==> src/shared/sops_params.svh <==
// constants of the status output pin select block
`ifndef SOPS_PARAMS_SVH
`define SOPS_PARAMS_SVH

// register byte addresses
`define SOPS_ADDR_CFG_A      8'h00
`define SOPS_ADDR_CFG_B      8'h04
`define SOPS_ADDR_CFG_C      8'h08
`define SOPS_ADDR_STATUS     8'h0c
`define SOPS_ADDR_IRQ_STAT   8'h10
`define SOPS_ADDR_IRQ_MASK   8'h14
`define SOPS_ADDR_MSB        7
`define SOPS_ADDR_LSB        2

// config register field layout
`define SOPS_SEL_MSB         5
`define SOPS_POL_BIT         6
`define SOPS_TEMP_BIT        7

// reset values: a = divided clock, b = high impedance, c = rx threshold
`define SOPS_RST_CFG_A       8'h3f
`define SOPS_RST_CFG_B       8'h2e
`define SOPS_RST_CFG_C       8'h00

// select codes
`define SOPS_SEL_RX_THR      6'h00
`define SOPS_SEL_RX_PKT      6'h01
`define SOPS_SEL_TX_THR      6'h02
`define SOPS_SEL_TX_FULL     6'h03
`define SOPS_SEL_RX_OVF      6'h04
`define SOPS_SEL_TX_UNF      6'h05
`define SOPS_SEL_SYNC        6'h06
`define SOPS_SEL_CRC_OK      6'h07
`define SOPS_SEL_HIZ         6'h2e
`define SOPS_SEL_CLK_DIV     6'h3f
`define SOPS_SEL_SLEEP_LIM   6'h20
`define SOPS_TEMP_VALUE      8'h80

// divide by 192: toggle every 96 clock edges
`define SOPS_CLK_DIV         192
`define SOPS_HALF_DIV        7'd95

// axi response codes
`define SOPS_RESP_OKAY       2'b00
`define SOPS_RESP_SLVERR     2'b10

`endif

==> src/shared/sops_pkg.sv <==
// types of the status output pin select block
package sops_pkg;

  typedef struct packed {
    logic       temp_en;
    logic       polarity;
    logic [5:0] select;
  } sops_cfg_s;

  // internal radio conditions, all active high
  typedef struct packed {
    logic rx_thr;
    logic rx_empty;
    logic rx_eop;
    logic rx_overflow;
    logic rx_flush;
    logic tx_thr;
    logic tx_full;
    logic tx_underflow;
    logic tx_flush;
    logic sync_event;
    logic pkt_end;
    logic addr_fail;
    logic crc_ok;
    logic rx_first_read;
  } sops_evt_s;

  typedef struct packed {
    logic [2:0] value;
    logic [2:0] enable;
  } sops_pins_s;

endpackage

==> src/verilog/sops_status_pins.sv <==
// status output pin select with axi4-lite registers
//
// How it works
// RULE1 - three outputs, each with 6-bit select
// RULE2 - output b valid only while select high
// RULE3 - output b resets to high impedance
// RULE4 - output a resets to clock divided 192
// RULE5 - writing 0x80 to config a enables sensor
// RULE6 - sleep below 0x20 forces polarity levels; output b is forced to the inverted polarity level
// RULE7 - forced levels held until chip ready low
// RULE8 - codes 0x20 and up work in sleep
// RULE9 - code 0x2e is high impedance always; output b is still driven with serial_data_out while serial_select_n is low
// RULE10 - code 0 follows rx threshold level
// RULE11 - code 1 rx threshold/eop until empty
// RULE12 - code 2 follows tx threshold level
// RULE13 - code 3 tx full until below threshold
// RULE14 - code 4 rx overflow until flush
// RULE15 - code 5 tx underflow until flush
// RULE16 - code 6 sync until end or error
// RULE17 - code 7 crc ok until first read
// RULE18 - polarity bit inverts the selected signal
// RULE19 - select changes act without reset
`timescale 1ns/1ps
`default_nettype none
`include "sops_params.svh"

module sops_status_pins
  import sops_pkg::*;
(
  input  wire logic        clk,
  input  wire logic        sys_rst,
  input  wire logic [7:0]  s_axi_awaddr,
  input  wire logic        s_axi_awvalid,
  output var  logic        s_axi_awready,
  input  wire logic [31:0] s_axi_wdata,
  input  wire logic [3:0]  s_axi_wstrb,
  input  wire logic        s_axi_wvalid,
  output var  logic        s_axi_wready,
  output var  logic [1:0]  s_axi_bresp,
  output var  logic        s_axi_bvalid,
  input  wire logic        s_axi_bready,
  input  wire logic [7:0]  s_axi_araddr,
  input  wire logic        s_axi_arvalid,
  output var  logic        s_axi_arready,
  output var  logic [31:0] s_axi_rdata,
  output var  logic [1:0]  s_axi_rresp,
  output var  logic        s_axi_rvalid,
  input  wire logic        s_axi_rready,
  input  wire sops_evt_s   radio_evt,
  input  wire logic        sleep_state,
  input  wire logic        chip_ready_n,
  input  wire logic        serial_select_n,
  input  wire logic        serial_data_out,
  output var  logic        status_out_a,
  output var  logic        status_out_a_oe,
  output var  logic        status_out_b,
  output var  logic        status_out_b_oe,
  output var  logic        status_out_c,
  output var  logic        status_out_c_oe,
  output var  logic        temp_sensor_en,
  output var  logic        irq
);

  ////////////////////////////////////////////////////////////////////////////
  // synchronise pin inputs

  logic [1:0] sel_n_sync;
  logic [1:0] sleep_sync;
  logic [1:0] rdy_n_sync;
  logic       serial_select_n_s;
  logic       sleep_s;
  logic       chip_ready_n_s;
  always_ff @(posedge clk)
  begin
    if (sys_rst)
    begin
      sel_n_sync <= 2'h3;
      sleep_sync <= 2'h0;
      rdy_n_sync <= 2'h0;
    end
    else
    begin
      sel_n_sync <= {sel_n_sync[0], serial_select_n};
      sleep_sync <= {sleep_sync[0], sleep_state};
      rdy_n_sync <= {rdy_n_sync[0], chip_ready_n};
    end
  end
  assign serial_select_n_s = sel_n_sync[1];
  assign sleep_s           = sleep_sync[1];
  assign chip_ready_n_s    = rdy_n_sync[1];

  ////////////////////////////////////////////////////////////////////////////
  // axi4-lite slave

  sops_cfg_s  cfg [3];
  logic [5:0] irq_stat;
  logic [5:0] irq_mask;
  logic       aw_held;
  logic       w_held;
  logic [7:0] aw_addr;
  logic [31:0] w_data;
  logic [3:0] w_strb;
  logic       wr_go;
  logic       wr_ok;
  logic [2:0] status_vec;
  logic [5:0] evt_vec;
  logic [31:0] next_rdata;
  logic       next_rerr;
  assign wr_go = aw_held && w_held && !s_axi_bvalid;
  assign wr_ok = aw_addr[1:0] == 2'h0 && aw_addr[`SOPS_ADDR_MSB:`SOPS_ADDR_LSB] <= 6'h05;
  always_ff @(posedge clk)
  begin
    if (sys_rst)
    begin
      aw_held       <= 1'b0;
      w_held        <= 1'b0;
      aw_addr       <= 8'h00;
      w_data        <= 32'h0;
      w_strb        <= 4'h0;
      s_axi_awready <= 1'b0;
      s_axi_wready  <= 1'b0;
      s_axi_bvalid  <= 1'b0;
      s_axi_bresp   <= `SOPS_RESP_OKAY;
    end
    else
    begin
      s_axi_awready <= !aw_held && !s_axi_awready;
      s_axi_wready  <= !w_held && !s_axi_wready;
      if (s_axi_awvalid && s_axi_awready)
      begin
        aw_held <= 1'b1;
        aw_addr <= s_axi_awaddr;
        s_axi_awready <= 1'b0;
      end
      if (s_axi_wvalid && s_axi_wready)
      begin
        w_held <= 1'b1;
        w_data <= s_axi_wdata;
        w_strb <= s_axi_wstrb;
        s_axi_wready <= 1'b0;
      end
      if (wr_go)
      begin
        s_axi_bvalid <= 1'b1;
        s_axi_bresp  <= wr_ok ? `SOPS_RESP_OKAY : `SOPS_RESP_SLVERR;
      end
      else if (s_axi_bvalid && s_axi_bready)
      begin
        s_axi_bvalid <= 1'b0;
        aw_held      <= 1'b0;
        w_held       <= 1'b0;
      end
    end
  end
  // configuration registers; updates reach the pins two clocks later, without reset
  always_ff @(posedge clk)
  begin
    if (sys_rst)
    begin
      cfg[0]   <= `SOPS_RST_CFG_A; // RULE4
      cfg[1]   <= `SOPS_RST_CFG_B; // RULE3
      cfg[2]   <= `SOPS_RST_CFG_C;
      irq_mask <= 6'h00;
    end
    else if (wr_go && w_strb[0])
    begin
      unique case (aw_addr)
        `SOPS_ADDR_CFG_A:    cfg[0]   <= w_data[7:0]; // RULE19
        `SOPS_ADDR_CFG_B:    cfg[1]   <= w_data[7:0]; // RULE19
        `SOPS_ADDR_CFG_C:    cfg[2]   <= w_data[7:0]; // RULE19
        `SOPS_ADDR_IRQ_MASK: irq_mask <= w_data[5:0];
        default:             ;
      endcase
    end
  end
  // sticky events: set wins over write-one-to-clear
  assign evt_vec = {radio_evt.crc_ok, radio_evt.sync_event, radio_evt.tx_underflow,
                    radio_evt.rx_overflow, radio_evt.tx_full, radio_evt.rx_eop};
  always_ff @(posedge clk)
  begin
    if (sys_rst)
      irq_stat <= 6'h00;
    else if (wr_go && w_strb[0] && aw_addr == `SOPS_ADDR_IRQ_STAT)
      irq_stat <= (irq_stat & ~w_data[5:0]) | evt_vec;
    else
      irq_stat <= irq_stat | evt_vec;
  end
  always_ff @(posedge clk)
  begin
    if (sys_rst)
      irq <= 1'b0;
    else
      irq <= |(irq_stat & irq_mask);
  end
  always_comb
  begin
    next_rdata = 32'h0;
    next_rerr  = 1'b0;
    unique case (s_axi_araddr)
      `SOPS_ADDR_CFG_A:    next_rdata[7:0] = cfg[0];
      `SOPS_ADDR_CFG_B:    next_rdata[7:0] = cfg[1];
      `SOPS_ADDR_CFG_C:    next_rdata[7:0] = cfg[2];
      `SOPS_ADDR_STATUS:   next_rdata[2:0] = status_vec;
      `SOPS_ADDR_IRQ_STAT: next_rdata[5:0] = irq_stat;
      `SOPS_ADDR_IRQ_MASK: next_rdata[5:0] = irq_mask;
      default:             next_rerr = 1'b1;
    endcase
  end
  always_ff @(posedge clk)
  begin
    if (sys_rst)
    begin
      s_axi_arready <= 1'b0;
      s_axi_rvalid  <= 1'b0;
      s_axi_rdata   <= 32'h0;
      s_axi_rresp   <= `SOPS_RESP_OKAY;
    end
    else if (s_axi_arvalid && s_axi_arready)
    begin
      s_axi_arready <= 1'b0;
      s_axi_rvalid  <= 1'b1;
      s_axi_rdata   <= next_rdata;
      s_axi_rresp   <= next_rerr ? `SOPS_RESP_SLVERR : `SOPS_RESP_OKAY;
    end
    else if (s_axi_rvalid)
    begin
      if (s_axi_rready)
        s_axi_rvalid <= 1'b0;
    end
    else
      s_axi_arready <= !s_axi_arready;
  end

  ////////////////////////////////////////////////////////////////////////////
  // internal conditions

  logic [6:0] div_cnt;
  logic       div_clk;
  logic       rx_pkt;
  logic       tx_full_hold;
  logic       rx_ovf_hold;
  logic       tx_unf_hold;
  logic       sync_hold;
  logic       crc_hold;
  always_ff @(posedge clk)
  begin
    if (sys_rst)
    begin
      div_cnt <= 7'd0;
      div_clk <= 1'b0;
    end
    else if (div_cnt == `SOPS_HALF_DIV)
    begin
      div_cnt <= 7'd0;
      div_clk <= !div_clk; // RULE4
    end
    else
      div_cnt <= div_cnt + 7'd1;
  end
  // sticky conditions: set wins over clear, except sync_hold where clear wins
  always_ff @(posedge clk)
  begin
    if (sys_rst)
    begin
      rx_pkt       <= 1'b0;
      tx_full_hold <= 1'b0;
      rx_ovf_hold  <= 1'b0;
      tx_unf_hold  <= 1'b0;
      sync_hold    <= 1'b0;
      crc_hold     <= 1'b0;
    end
    else
    begin
      if (radio_evt.rx_thr || radio_evt.rx_eop)
        rx_pkt <= 1'b1; // RULE11
      else if (radio_evt.rx_empty)
        rx_pkt <= 1'b0; // RULE11
      if (radio_evt.tx_full)
        tx_full_hold <= 1'b1; // RULE13
      else if (!radio_evt.tx_thr)
        tx_full_hold <= 1'b0; // RULE13
      if (radio_evt.rx_overflow)
        rx_ovf_hold <= 1'b1; // RULE14
      else if (radio_evt.rx_flush)
        rx_ovf_hold <= 1'b0; // RULE14
      if (radio_evt.tx_underflow)
        tx_unf_hold <= 1'b1; // RULE15
      else if (radio_evt.tx_flush)
        tx_unf_hold <= 1'b0; // RULE15
      if (radio_evt.pkt_end || radio_evt.addr_fail || radio_evt.rx_overflow || radio_evt.tx_underflow)
        sync_hold <= 1'b0; // RULE16
      else if (radio_evt.sync_event)
        sync_hold <= 1'b1; // RULE16
      if (radio_evt.crc_ok)
        crc_hold <= 1'b1; // RULE17
      else if (radio_evt.rx_first_read)
        crc_hold <= 1'b0; // RULE17
    end
  end

  ////////////////////////////////////////////////////////////////////////////
  // per-pin selection

  logic [2:0] pin_val;
  logic [2:0] pin_oe;
  logic       sleep_force;
  // sleep forcing lasts until chip ready goes low
  always_ff @(posedge clk)
  begin
    if (sys_rst)
      sleep_force <= 1'b0;
    else if (sleep_s)
      sleep_force <= 1'b1; // RULE6
    else if (!chip_ready_n_s)
      sleep_force <= 1'b0; // RULE7
  end
  genvar gi;
  generate
    for (gi = 0; gi < 3; gi++)
    begin : g_pin
      logic sig;
      logic forced;
      always_comb
      begin
        unique case (cfg[gi].select) // RULE1
          `SOPS_SEL_RX_THR:  sig = radio_evt.rx_thr; // RULE10
          `SOPS_SEL_RX_PKT:  sig = rx_pkt;
          `SOPS_SEL_TX_THR:  sig = radio_evt.tx_thr; // RULE12
          `SOPS_SEL_TX_FULL: sig = tx_full_hold;
          `SOPS_SEL_RX_OVF:  sig = rx_ovf_hold;
          `SOPS_SEL_TX_UNF:  sig = tx_unf_hold;
          `SOPS_SEL_SYNC:    sig = sync_hold;
          `SOPS_SEL_CRC_OK:  sig = crc_hold;
          `SOPS_SEL_CLK_DIV: sig = div_clk;
          default:           sig = 1'b0;
        endcase
      end
      assign forced = sleep_force && (cfg[gi].select < `SOPS_SEL_SLEEP_LIM); // RULE6 RULE8

      always_ff @(posedge clk)
      begin
        if (sys_rst)
        begin
          pin_val[gi] <= 1'b0;
          pin_oe[gi]  <= 1'b0;
        end
        else
        begin
          if (forced)
            pin_val[gi] <= (gi == 1) ? !cfg[gi].polarity : cfg[gi].polarity; // RULE6
          else
            pin_val[gi] <= sig ^ cfg[gi].polarity; // RULE18
          pin_oe[gi] <= (cfg[gi].select != `SOPS_SEL_HIZ) && !(gi == 0 && cfg[gi].temp_en); // RULE9
        end
      end
    end
  endgenerate
  assign status_vec = pin_val;
  ////////////////////////////////////////////////////////////////////////////
  // pin drivers

  always_ff @(posedge clk)
  begin
    if (sys_rst)
    begin
      status_out_a    <= 1'b0;
      status_out_a_oe <= 1'b0;
      status_out_b    <= 1'b0;
      status_out_b_oe <= 1'b0;
      status_out_c    <= 1'b0;
      status_out_c_oe <= 1'b0;
      temp_sensor_en  <= 1'b0;
    end
    else
    begin
      status_out_a    <= pin_val[0];
      status_out_a_oe <= pin_oe[0];
      status_out_c    <= pin_val[2];
      status_out_c_oe <= pin_oe[2];
      temp_sensor_en  <= cfg[0] == `SOPS_TEMP_VALUE && !pin_oe[0]; // RULE5
      if (!serial_select_n_s)
      begin
        status_out_b    <= serial_data_out; // RULE2
        status_out_b_oe <= 1'b1;
      end
      else
      begin
        status_out_b    <= pin_val[1]; // RULE2
        status_out_b_oe <= pin_oe[1];
      end
    end
  end

endmodule // sops_status_pins

`default_nettype wire

==> config.mk <==
export PLATFORM = sky130hd
export DESIGN_NAME = sops_status_pins
export DESIGN_NICKNAME = d
export VERILOG_FILES = /design/src/shared/sops_pkg.sv /design/src/verilog/sops_status_pins.sv
export VERILOG_INCLUDE_DIRS = /design/src /design/src/shared
export SDC_FILE = /design/constraint.sdc
export NUM_CORES = 1
export LEC_CHECK = 0
export BUFFER_PORTS_ARGS = -buffer_cell sky130_fd_sc_hd__buf_4
export CORE_MARGIN = 2
export CORE_UTILIZATION = 47
export CTS_CLUSTER_DIAMETER = 40
export DETAILED_ROUTE_END_ITERATION = 6
export PLACE_DENSITY = 0.76
export SETUP_SLACK_MARGIN = 0.02
export SYNTH_ARGS = -nofsm -noshare
export SYNTH_HDL_FRONTEND = slang
export SYNTH_SLANG_ARGS = --single-unit
==> constraint.sdc <==
create_clock -name clk -period 2.7 [get_ports clk]
set_clock_uncertainty 0.15 [all_clocks]
set_input_delay 0.27 -clock clk [delete_from_list [all_inputs] [get_ports clk]]
set_output_delay 0.27 -clock clk [all_outputs]
set_load 0.01 [all_outputs]
==> impl_metrics.ini <==
[worst_hold_path]
worstHoldPathCells = 3
hold_path_end = w_data[6]$_SDFFE_PP0P_
hold_class = in2reg
hp-start = s_axi_wdata[6]

[timing]
setup_ws_ns = 0.363
hold_viol = 1
max_freq_ghz = 0.428
holdWs_ns = -0.000158
rsz0062_at_grt = no
post-route-period-util = 0.866
timing.final.crit_period_ns = 2.34
slew_headroom = 0.607
setup_violations = 0
worst_slew_pin_slew_ns = 0.585
drv_slew = 0

[floorplanning]
core-area_sq_um = 9640
start_util = 0.477
die_x_um = 103
die-area_sq_um = 10600
rows = 36
die_y_um = 103
design.portCount = 126

[setup_path]
crit_fanout = 8
r2r_end = cfg[0][3]$_DFFE_PP_
required_ns = 2.67
cp-end-kind = flop
ff2ff_setup_slack_ns = 0.36
rr_startpoint = aw_addr[0]$_SDFFE_PP0P_
arrival_ns = 2.31
crit_type = reg2reg
startpoint_type = flop
reg2reg_depth = 5

[placed_design]
portBuffers = 72
dpl.hpwl_um = 7560
pre_cts_ws_ns = 0.367
gp_congestion = 0.859

[outcome]
status = complete, but fails checks
violations = negative hold slack

[run]
cap_violations = 0

[detailed_routing]
top_layer = met4
routed_wl_um = 10500
drt_first_pass_iters = 4
met1Wirelength_um = 4560
drc_errors = 0
via_count = 3624
via_per_inst = 5.19
wl_met3_um = 507
ant_nets = 0
drt_iter0_markers = 171
detail_route.wl_per_cell_um = 15.0
wl_met2_um = 5250

[grt]
grt_pass1_vias = 3418
grt_max_degree = 47
gr-total-overflow = 0
antenna_found_initial = 0
grt_pass1_wl_um = 16700
track_usage = 0.206

[yosys]
ys_types = 48
synth_compound_area_frac = 0.110
seq_area_frac_synth = 0.509
yosys_warnings = 0
synthArstFlopShare = 0
ys_seq_elements = 105
synth_top_family_by_area = simple AND/OR/NAND/NOR gates
synth_edf_count = 24
synthSimpleGateAreaFrac = 0.224
ys.flop_type = dfxtp_1
synth_area_sq_um = 4600
avgSynthCellArea_sq_um = 9.81
synthAdderAreaFrac = 0.00272
synthCells = 469
synthXorXnorAreaFrac = 0.00952
synth.area.mux_share = 0.0731

[pwr]
power.density_nw_per_um2 = 538
total_leakage_power_nw = 2.16
total_power_mw = 3.02
peakVddDrop_uv = 465

[cts]
clkLatencyLatePin_ns = 0.37
htree_levels = 3
path_clk_slew_ns = 0.10
cts_buffers = 9
cts_root_buf = clkbuf_8
cts_buffer_depth = 2
cts_setup_buffers = 0
cts_tree = built
cts_sinks = 105

[cells_and_area]
fin_nets = 638
final_core_util = 0.583
synthToLayoutAreaGrowth_pct = 22.1
diodes = 0
drive_gt1_frac = 0.202
[logic make-up after synthesis]
kind of cell	after synthesis
AND/OR/NAND/NOR	192
flip-flops	105
AO/OA/AOI/OAI	77
buffers and inverters	60
multiplexers	28
XOR/XNOR	5
adder cells (fa/ha/maj)	1
other	1
[area by class of cell]
cell class / count / area, sq um
clock inverter: 4 / 30.0
sequential: 105 / 2340
tap: 133 / 166
multi-input combinational: 329 / 2030
fill: 834 / 4020
inverter: 13 / 48.8
timing repair buffer: 102 / 826
clock buffer: 12 / 178
[placed cells by master, fill, tap and decap left out, types with 5 or more instances in the layout]
master / synthesis / final
nor2b_1: 12 / 12
conb_1: 1 / 26
nand3b_1: 5 / 5
and2_1: 10 / 10
a311oi_1: 9 / 9
a21oi_1: 35 / 35
nor2_1: 46 / 46
nand2_1: 36 / 36
dlygate4sd3_1: 0 / 24
dfxtp_1: 81 / 81
edfxtp_1: 24 / 24
clkbuf_8: 0 / 9
nor3_1: 13 / 13
a31oi_1: 11 / 11
nand2b_1: 9 / 9
a211oi_1: 5 / 5
inv_1: 13 / 13
nand3_1: 22 / 22
mux2_2: 5 / 5
mux2i_1: 19 / 19
or3_1: 6 / 6
buf_4: 27 / 78
[metrics by stage]
step	instance area, sq um	setup TNS [ns]	std cells
2_1_floorplan	4700	-1.76	494
3_3_place_gp	5170	0	658
3_5_place_dp	5170	0	658
4_1_cts	5620	0	698
5_1_grt	5620	0	698
6_report	5620	0	698
[worst max-delay path, cell delays in order (launching register included)]
cell,delay [ns]
dfxtp_1,0.32
or4_4,0.56
or3_4,0.43
a2111oi_4,0.33
buf_4,0.22
nand2b_1,0.07
[cells in the mapped netlist, types with 2 or more instances]
master	instances	share of area
nor2b_1	12	0.016
a21oi_1	35	0.038
buf_4	27	0.044
nand2b_1	9	0.012
nand3b_1	5	0.0082
or2b_1	4	0.0065
o21ai_0	4	0.0044
nor3b_1	4	0.0065
xnor2_1	3	0.0057
a311oi_1	9	0.017
o2bb2ai_1	2	0.0038
xor2_1	2	0.0038
a31oi_1	11	0.015
or3b_2	2	0.0038
o41ai_1	3	0.0057
nand4b_1	2	0.0038
dfxtp_1	81	0.35
and3_1	2	0.0027
edfxtp_1	24	0.16
or2_2	4	0.0054
a22oi_1	3	0.0049
a22o_1	2	0.0038
buf_1	6	0.0049
inv_1	13	0.011
mux4_2	4	0.020
nor2_1	46	0.038
mux2i_1	19	0.041
nand2_1	36	0.029
nand4_1	4	0.0054
nor3_1	13	0.014
or3_1	6	0.0082
or4_4	2	0.0049
clkbuf_1	14	0.011
a211oi_1	5	0.0082
nand3_1	22	0.024
or4_1	2	0.0033
nor4_1	3	0.0041
and2_1	10	0.014
mux2_2	5	0.012
[worst max-delay path by stage]
stage | from | to | slack (ns) | depth (start not counted)
2_1_floorplan | aw_addr[0]$_SDFFE_PP0P_ | cfg[0][10]$_DFFE_PP_ | -0.07 | 3
3_5_place_dp | aw_addr[0]$_SDFFE_PP0P_ | cfg[0][9]$_DFFE_PP_ | 0.37 | 4
5_1_grt | aw_addr[0]$_SDFFE_PP0P_ | cfg[0][5]$_DFFE_PP_ | 0.23 | 5
6_report | aw_addr[0]$_SDFFE_PP0P_ | cfg[0][3]$_DFFE_PP_ | 0.36 | 5
3_3_place_gp | aw_addr[0]$_SDFFE_PP0P_ | cfg[0][13]$_DFFE_PP_ | 0.38 | 5
4_1_cts | aw_addr[0]$_SDFFE_PP0P_ | cfg[0][1]$_DFFE_PP_ | 0.34 | 4
[where the power goes]
group	total [mW]	switching [mW]	internal, mW
Sequential	1.72	0.0576	1.66
Combinational	0.314	0.156	0.158
Clock	0.988	0.537	0.452
[state kept, by name, summed over array words and instances, names as in the netlist, 2 cells and up]
name,count
sel_n_sync,2
irq_stat,6
irq_mask,6
aw_addr,8
rdy_n_sync,2
w_data,8
cfg,24
sleep_sync,2
pin_oe,3
div_cnt,7
pin_val,3
s_axi_rdata,8
[metal layers]
metal | vias up | global-route usage
met5 | - | 0
met4 | 0 | 0.0587
met3 | 15 | 0.0414
met2 | 103 | 0.351
met1 | 1708 | 0.267
li1 | 1798 | -
[timing repair]
item | 4_1_cts | 5_1_grt
hold buffers | 24 | 0
resized for setup | 0 | 0
hold endpoints to repair | 23 | 0
Power figures use the tool's default switching activity.
